### src/logic/cdce_regs.svh
`ifndef CDCE_REGS_SVH
`define CDCE_REGS_SVH
// Timing counts in reference clock cycles.
`define CDCE_INIT_CYCLES 16'h0010
`define CDCE_COUNT_ONE 16'h0001
`define CDCE_COUNT_ZERO 16'h0000
`endif

### src/logic/cdce_pkg.sv
package cdce_pkg;
    // Configuration sequencer states, one-hot.
    typedef enum logic [5:0] {
        CDCE_IDLE = 6'h01,
        CDCE_WAIT = 6'h02,
        CDCE_LOAD = 6'h04,
        CDCE_INIT = 6'h08,
        CDCE_USER = 6'h10,
        CDCE_ERR = 6'h20
    } cdce_state_t;
    // Active configuration scheme, selecting the flash-select role.
    typedef enum logic [1:0] {
        CDCE_PASSIVE = 2'h0,
        CDCE_ACT_SERIAL = 2'h1,
        CDCE_ACT_PARALLEL = 2'h2
    } cdce_scheme_t;
endpackage

### src/logic/cdce_top.sv
`include "cdce_regs.svh"
// Notes on behaviour
// - Hold status line low until data received.
// - Release status line when initialization starts.
// - Initialize after status seen high, then user.
// - Ignore external status low in user mode.
// - Configure only while chip enable low.
// - Drive chain enable low when configured.
// - Chain start waits on previous chain enable.
// - Option off frees chain pin as user I/O.
// - Serial scheme drives memory select low.
// - Parallel scheme uses select as flash enable.
// - One select pin, role set by scheme.
// - Restart high after low begins new configuration.
module cdce_top #(
    parameter int INIT_WIDTH = 16
) (
    input wire logic REF_CLK_I, // Reference clock, 250 MHz.
    input wire logic ARST_N_I, // Asynchronous reset, active low.
    input wire logic CONFIG_RESTART_N_I, // Configuration restart pin, active low.
    input wire logic CHIP_ENABLE_N_I, // Chip enable pin, active low.
    input wire logic STATUS_I, // Level on the configuration-complete line.
    input wire cdce_pkg::cdce_scheme_t SCHEME_I, // Configuration scheme, strapped.
    input wire logic DATA_DONE_I, // Loader has received all data, same clock.
    input wire logic DATA_ERR_I, // Loader saw a data error, same clock.
    input wire logic CHAIN_DEDICATED_I, // Chain pin stays dedicated after configuration.
    input wire logic USER_CHAIN_O_I, // Dual-purpose setting for the chain pin level.
    output logic STATUS_O, // Status line output level, always low.
    output logic STATUS_OE_O, // Status line drive enable, high while driving low.
    output logic CHAIN_ENABLE_OUT_N_O, // Chain enable to the next device, active low.
    output logic FLASH_SELECT_N_O, // Flash select, active low.
    output logic LOADING_O, // High while configuration data is accepted.
    output logic USER_MODE_O // High in user mode.
);
    import cdce_pkg::*;

    // Refuse a counter too narrow to reach the initialization count.
    if (INIT_WIDTH < 5) begin
        $error("INIT_WIDTH too small for the initialization count");
    end

    // Two-stage synchronisers for the pins.
    logic [1:0] rst_s_q, ce_s_q, st_s_q;
    always_ff @(posedge REF_CLK_I or negedge ARST_N_I) begin
        if (!ARST_N_I) begin
            rst_s_q <= 2'h0;
            ce_s_q <= 2'h3;
            st_s_q <= 2'h0;
        end else begin
            rst_s_q <= {rst_s_q[0], CONFIG_RESTART_N_I};
            ce_s_q <= {ce_s_q[0], CHIP_ENABLE_N_I};
            st_s_q <= {st_s_q[0], STATUS_I};
        end
    end

    // The scheme straps are pins too, so they pass two flip-flops before the decode.
    cdce_scheme_t sch_s0_q, sch_s1_q;
    always_ff @(posedge REF_CLK_I or negedge ARST_N_I) begin
        if (!ARST_N_I) begin
            sch_s0_q <= CDCE_PASSIVE;
            sch_s1_q <= CDCE_PASSIVE;
        end else begin
            sch_s0_q <= SCHEME_I;
            sch_s1_q <= sch_s0_q;
        end
    end

    wire restart_n = rst_s_q[1];
    wire ce_n = ce_s_q[1];
    wire status_hi = st_s_q[1];

    cdce_state_t state_q, state_d;
    logic [INIT_WIDTH-1:0] cnt_q, cnt_d;
    logic restart_prev_q;

    // A rising restart edge begins a fresh configuration.
    wire restart_rise = restart_n & ~restart_prev_q;
    wire init_done = (cnt_q == INIT_WIDTH'(`CDCE_INIT_CYCLES));

    // Next-state decode.
    always_comb begin
        state_d = state_q;
        cnt_d = cnt_q;
        case (state_q)
            CDCE_IDLE: begin
                if (restart_n) begin
                    state_d = CDCE_WAIT;
                end
            end
            CDCE_WAIT: begin
                if (!ce_n) begin
                    state_d = CDCE_LOAD;
                end
            end
            CDCE_LOAD: begin
                if (ce_n) begin
                    state_d = CDCE_WAIT;
                end else if (DATA_ERR_I) begin
                    state_d = CDCE_ERR;
                end else if (DATA_DONE_I) begin
                    state_d = CDCE_INIT;
                    cnt_d = INIT_WIDTH'(`CDCE_COUNT_ZERO);
                end
            end
            CDCE_INIT: begin
                if (status_hi && !init_done) begin
                    cnt_d = cnt_q + INIT_WIDTH'(`CDCE_COUNT_ONE);
                end else if (status_hi) begin
                    state_d = CDCE_USER;
                end
            end
            CDCE_USER: state_d = CDCE_USER;
            CDCE_ERR: state_d = CDCE_ERR;
            default: state_d = CDCE_IDLE;
        endcase
        if (!restart_n) begin
            state_d = CDCE_IDLE;
        end
    end

    // Pin decode from the next state.
    wire drive_low = (state_d != CDCE_INIT) && (state_d != CDCE_USER);
    wire chain_n = (state_d != CDCE_USER) ? 1'b1 :
                   (CHAIN_DEDICATED_I ? 1'b0 : USER_CHAIN_O_I);
    wire sel_role = (sch_s1_q == CDCE_ACT_SERIAL) || (sch_s1_q == CDCE_ACT_PARALLEL);
    wire flash_n = ~(sel_role && (state_d == CDCE_LOAD));

    // State and output registers.
    always_ff @(posedge REF_CLK_I or negedge ARST_N_I) begin
        if (!ARST_N_I) begin
            state_q <= CDCE_IDLE;
            cnt_q <= '0;
            restart_prev_q <= 1'b0;
            STATUS_O <= 1'b0;
            STATUS_OE_O <= 1'b1;
            CHAIN_ENABLE_OUT_N_O <= 1'b1;
            FLASH_SELECT_N_O <= 1'b1;
            LOADING_O <= 1'b0;
            USER_MODE_O <= 1'b0;
        end else begin
            state_q <= state_d;
            cnt_q <= cnt_d;
            restart_prev_q <= restart_n;
            STATUS_O <= 1'b0;
            STATUS_OE_O <= drive_low;
            CHAIN_ENABLE_OUT_N_O <= chain_n;
            FLASH_SELECT_N_O <= flash_n;
            LOADING_O <= (state_d == CDCE_LOAD);
            USER_MODE_O <= (state_d == CDCE_USER);
        end
    end

    // Status line is driven low while configuration data loads.
    property p_status_low;
        @(posedge REF_CLK_I) disable iff (!ARST_N_I)
        (state_q == CDCE_LOAD) |-> STATUS_OE_O;
    endproperty
    a_status_low: assert property (p_status_low) else $error("status not driven");

    property p_release;
        @(posedge REF_CLK_I) disable iff (!ARST_N_I)
        (state_q == CDCE_LOAD && !ce_n && !DATA_ERR_I && DATA_DONE_I && restart_n)
            |=> !STATUS_OE_O;
    endproperty
    a_release: assert property (p_release) else $error("status not released");

    property p_user_stays;
        @(posedge REF_CLK_I) disable iff (!ARST_N_I)
        (USER_MODE_O && restart_n) |=> USER_MODE_O;
    endproperty
    a_user_stays: assert property (p_user_stays) else $error("user mode lost");

    property p_load_ce;
        @(posedge REF_CLK_I) disable iff (!ARST_N_I)
        LOADING_O |-> $past(ce_n) == 1'b0;
    endproperty
    a_load_ce: assert property (p_load_ce) else $error("load without enable");

    property p_chain;
        @(posedge REF_CLK_I) disable iff (!ARST_N_I)
        (USER_MODE_O && $past(CHAIN_DEDICATED_I)) |-> !CHAIN_ENABLE_OUT_N_O;
    endproperty
    a_chain: assert property (p_chain) else $error("chain not low");

    property p_chain_hold;
        @(posedge REF_CLK_I) disable iff (!ARST_N_I)
        !USER_MODE_O |-> CHAIN_ENABLE_OUT_N_O;
    endproperty
    a_chain_hold: assert property (p_chain_hold) else $error("chain early");

    property p_select;
        @(posedge REF_CLK_I) disable iff (!ARST_N_I)
        !FLASH_SELECT_N_O |-> (LOADING_O && $past(sch_s1_q) != CDCE_PASSIVE);
    endproperty
    a_select: assert property (p_select) else $error("bad flash select");

    property p_restart;
        @(posedge REF_CLK_I) disable iff (!ARST_N_I)
        !restart_n |=> (!USER_MODE_O && STATUS_OE_O && CHAIN_ENABLE_OUT_N_O);
    endproperty
    a_restart: assert property (p_restart) else $error("restart ignored");

    // A rising restart begins afresh with the status line held and the chain released.
    property p_fresh;
        @(posedge REF_CLK_I) disable iff (!ARST_N_I)
        restart_rise |=> (STATUS_OE_O && CHAIN_ENABLE_OUT_N_O && !LOADING_O && !USER_MODE_O);
    endproperty
    a_fresh: assert property (p_fresh) else $error("restart did not begin afresh");

    // A low drive from outside on the status line leaves user mode in place.
    property p_st_ignore;
        @(posedge REF_CLK_I) disable iff (!ARST_N_I)
        (USER_MODE_O && !status_hi && restart_n) |=> (USER_MODE_O && !STATUS_OE_O);
    endproperty
    a_st_ignore: assert property (p_st_ignore) else $error("user mode upset");

    // User mode is entered only after the full count with the status line high.
    property p_init_done;
        @(posedge REF_CLK_I) disable iff (!ARST_N_I)
        $rose(USER_MODE_O) |-> ($past(status_hi) && $past(init_done));
    endproperty
    a_init_done: assert property (p_init_done) else $error("user mode too early");

    // A data error keeps the status line held and the chain released until restart.
    property p_err_hold;
        @(posedge REF_CLK_I) disable iff (!ARST_N_I)
        (state_q == CDCE_ERR && restart_n) |=> (STATUS_OE_O && CHAIN_ENABLE_OUT_N_O);
    endproperty
    a_err_hold: assert property (p_err_hold) else $error("error state left");
endmodule

### config.mk
export PLATFORM = sky130hd
export DESIGN_NAME = cdce_top
export DESIGN_NICKNAME = d
export VERILOG_FILES = /design/src/logic/cdce_pkg.sv /design/src/logic/cdce_top.sv
export VERILOG_INCLUDE_DIRS = /design/src /design/src/logic
export SDC_FILE = /design/constraint.sdc
export NUM_CORES = 1
export LEC_CHECK = 0
export ABC_AREA = 1
export BUFFER_PORTS_ARGS = -buffer_cell sky130_fd_sc_hd__buf_4
export CAP_MARGIN = 10
export CORE_AREA = 2 2 65 113
export DETAILED_ROUTE_END_ITERATION = 6
export DIE_AREA = 0 0 67 115
export PLACE_DENSITY = 0.55
export SETUP_SLACK_MARGIN = 0.02
export SYNTH_ARGS = -nofsm -noshare
export SYNTH_HDL_FRONTEND = slang
export SYNTH_SLANG_ARGS = --single-unit
export TNS_END_PERCENT = 1
### constraint.sdc
create_clock -name REF_CLK_I -period 1.84 [get_ports REF_CLK_I]
set_input_delay 0 -clock REF_CLK_I [delete_from_list [all_inputs] [get_ports REF_CLK_I]]
set_output_delay 0 -clock REF_CLK_I [all_outputs]
set_load 0.05 [all_outputs]
==> results.cfg <==
[cts]
clock_latency_ns = 0.28
cts.sinks = 37
cts_tree = built
clockBufferDepth = 2
cts_htree_levels = 2
root_buffer = clkbuf_16
cts_inserted_buffers = 5
clk_pin_slew_ns = 0.06

[layout]
drive_gt1_frac = 0.1754
diodes = 0
num-nets-final = 297
n_fill_cell = 743
area_delta_synth_final_pct = 26.07
fin_cells = 369

[die]
row_count = 40
dieArea_sq_um = 7705
core_area_sq_um = 6807
die_h_um = 115
start_util = 0.2884
pin_count = 17
die_w_um = 67

[sta]
report.final.hold_viol_count = 0
setup_tns_ns = 0
fin_ws_ns = 0.1374
timing.final.crit_period_ns = 1.703
finalCritPeriodShare = 0.9253
skew_ns = 0.004334
fmax_mhz = 587.3
holdWs_ns = 0.06938
final-setup-viol-count = 0
maxSlewViolCount = 0

[power]
power.internal_mw = 1.667
p_sw_frac = 0.2052
clkPwrFrac = 0.539
ir_drop_v = 0.0008671
power_mw = 2.097
power_frac_comb = 0.054
p_per_area_nw_per_um2 = 847.2
p_leak_nw = 1.122
p_sw_mw = 0.4302
seqPwrFrac = 0.407

[synth]
ys_warn_count = 0
synth_mux_area_frac = 0
syn-num-nets = 265
ys_seq_elements = 37
yosysUniqueCellTypes = 26
yosys_most_used_dff = dfrtp_1
synth_top_area_share = 0.3952
synthCells = 252
seq_area_frac_synth = 0.4755
synth_top_family_by_area = simple AND/OR/NAND/NOR gates
synth_fa_ha_area_frac = 0.01275
synth_edf_count = 0
netlist_top_cells_area = dfrtp_1 (40%), nand2_1 (11%), nor2_1 (8.4%)
synth-simple-area-share = 0.3359
synth_compound_area_frac = 0.07839
yosys-top-cells-count = nand2_1 (59), nor2_1 (44), dfrtp_1 (31)
synthArstFlopShare = 1.000
avgSynthCellArea_sq_um = 7.790
yosys.area.top_type = dfrtp_1
synth-xor-area-share = 0.02677
yosysMostFrequentCell = nand2_1
synth_area_sq_um = 1963

[route]
drt-initial-drc-count = 34
routed_wl_um = 4647
vias = 1663
first_pass_iters = 4
avgViaCountPerCell = 4.507
post_drt_wl_per_cell_um = 12.59
drc_errors = 0
ant_nets = 0

[flow_run]
drv_cap = 0

[worst_setup_path]
critical-path-slowest-cell = dfrtp_1
critPathLaunchType = flip-flop
cp.arrival_ns = 1.91
cp_cell_sequence = inv_1 -> ha_1 -> inv_1 -> nor2_1 -> nand2_1 -> nor2_2 -> nand2_2 -> a21oi_4 -> buf_6 -> nand2_1 -> o21ai_1
crit_path_max_incr_delay_ns = 0.42
critPathCaptureType = flip-flop
worstSetupPathType = reg -> reg
path_max_fanout = 14
cp.required_ns = 2.05

[place]
gp_congestion = 0.8535
dp_hpwl_um = 3561
io_buffer_count = 15
place_ws_ns = 0.1006
dp.cells = 353

[global_routing]
grt_pass1_wl_um = 7714
grt_max_degree = 38
first_global_vias = 1652
grt_overflow = 0
grtUsageTotal = 0.1350
antenna_found_initial = 0

[status]
status = finished clean

[worst_hold_path]
hold_path.class = in -> reg
## final cells by class
type	count	area, sq um	share of cell area
clock buffers	5	125.1	0.05056
clock inverters	3	68.82	0.02781
inverters	29	108.9	0.04398
multi-input cells	183	899.6	0.3635
flip-flops and latches	37	933.4	0.3771
well taps	84	105.1	0.04247
repair buffers	28	234.0	0.09454
## per-stage QoR
stage / area [sq um] / utilization
2_1_floorplan: 1963 / -
3_3_place_gp: 2192 / 0.3221
3_5_place_dp: 2192 / 0.3221
4_1_cts: 2466 / 0.3623
5_1_grt: 2475 / 0.3636
6_report: 2475 / 0.3636
## power groups by stage
stage	Sequential, mW	Clock (mW)	Combinational (mW)
4_1_cts	0.854	1.15	0.116
6_report	0.853	1.13	0.112
5_1_grt	0.856	1.18	0.129
2_1_floorplan	0.868	0	0.0515
3_5_place_dp	0.868	0	0.101
3_3_place_gp	0.867	0	0.0984
## registers in the layout, summed over array words and instances (netlist names)
signal                flops
cnt_q                    16
state_q                   6
ce_s_q                    2
rst_s_q                   2
sch_s0_q                  2
sch_s1_q                  2
st_s_q                    2
CHAIN_ENABLE_OUT_N_O      1
FLASH_SELECT_N_O          1
LOADING_O                 1
STATUS_OE_O               1
USER_MODE_O               1
## metal layers
metal,track usage,part of all wire
met3,0.02055,0.015
met4,0.07619,0.037
met2,0.2548,0.59
met1,0.1339,0.36
met5,0,0
## worst paths after layout
path,startpoint,to,slack [ns],cells after the start
max,cnt_q[0],cnt_q[15],0.14,11
min,DATA_ERR_I,state_q[5],0.07,3
min in group asynchronous,ARST_N_I,cnt_q[10],0.22,2
max in group asynchronous,ARST_N_I,CHAIN_ENABLE_OUT_N_O,1.25,2
max reg2reg,cnt_q[0],cnt_q[15],0.14,11
min reg2reg,st_s_q[0],st_s_q[1],0.35,0
## cells by family after synthesis
family / Yosys count
simple gates: 147
xor+xnor: 6
fa+ha+maj: 2
flops: 37
buf+inv: 32
compound gates: 27
other cells: 1
## worst max-delay path, delay by kind of cell (launching register included)
family,cells,cell delay [ns]
AND/OR/NAND/NOR,5,0.52
flip-flops,1,0.42
buffers and inverters,3,0.32
AO/OA/AOI/OAI,2,0.23
adder cells (fa/ha/maj),1,0.14
## cells in the final DEF, fill, tap and decap left out, drive strengths merged, types with 5 or more instances in the layout
master / n
nand2: 61
o21ai: 15
dfstp: 6
nand3: 26
dfrtp: 31
xor2: 6
dlygate4sd3: 8
a21oi: 9
nor2: 51
inv: 30
buf: 20
clkbuf: 5
nand4: 6
## repair_timing
action                                 CTS  global route
endpoints found under the hold margin   37             0
hold buffers                             8             0
setup endpoints to repair                0            16
setup buffers                            0             0
resized for setup                        0             3
Power figures use the tool's default switching activity.
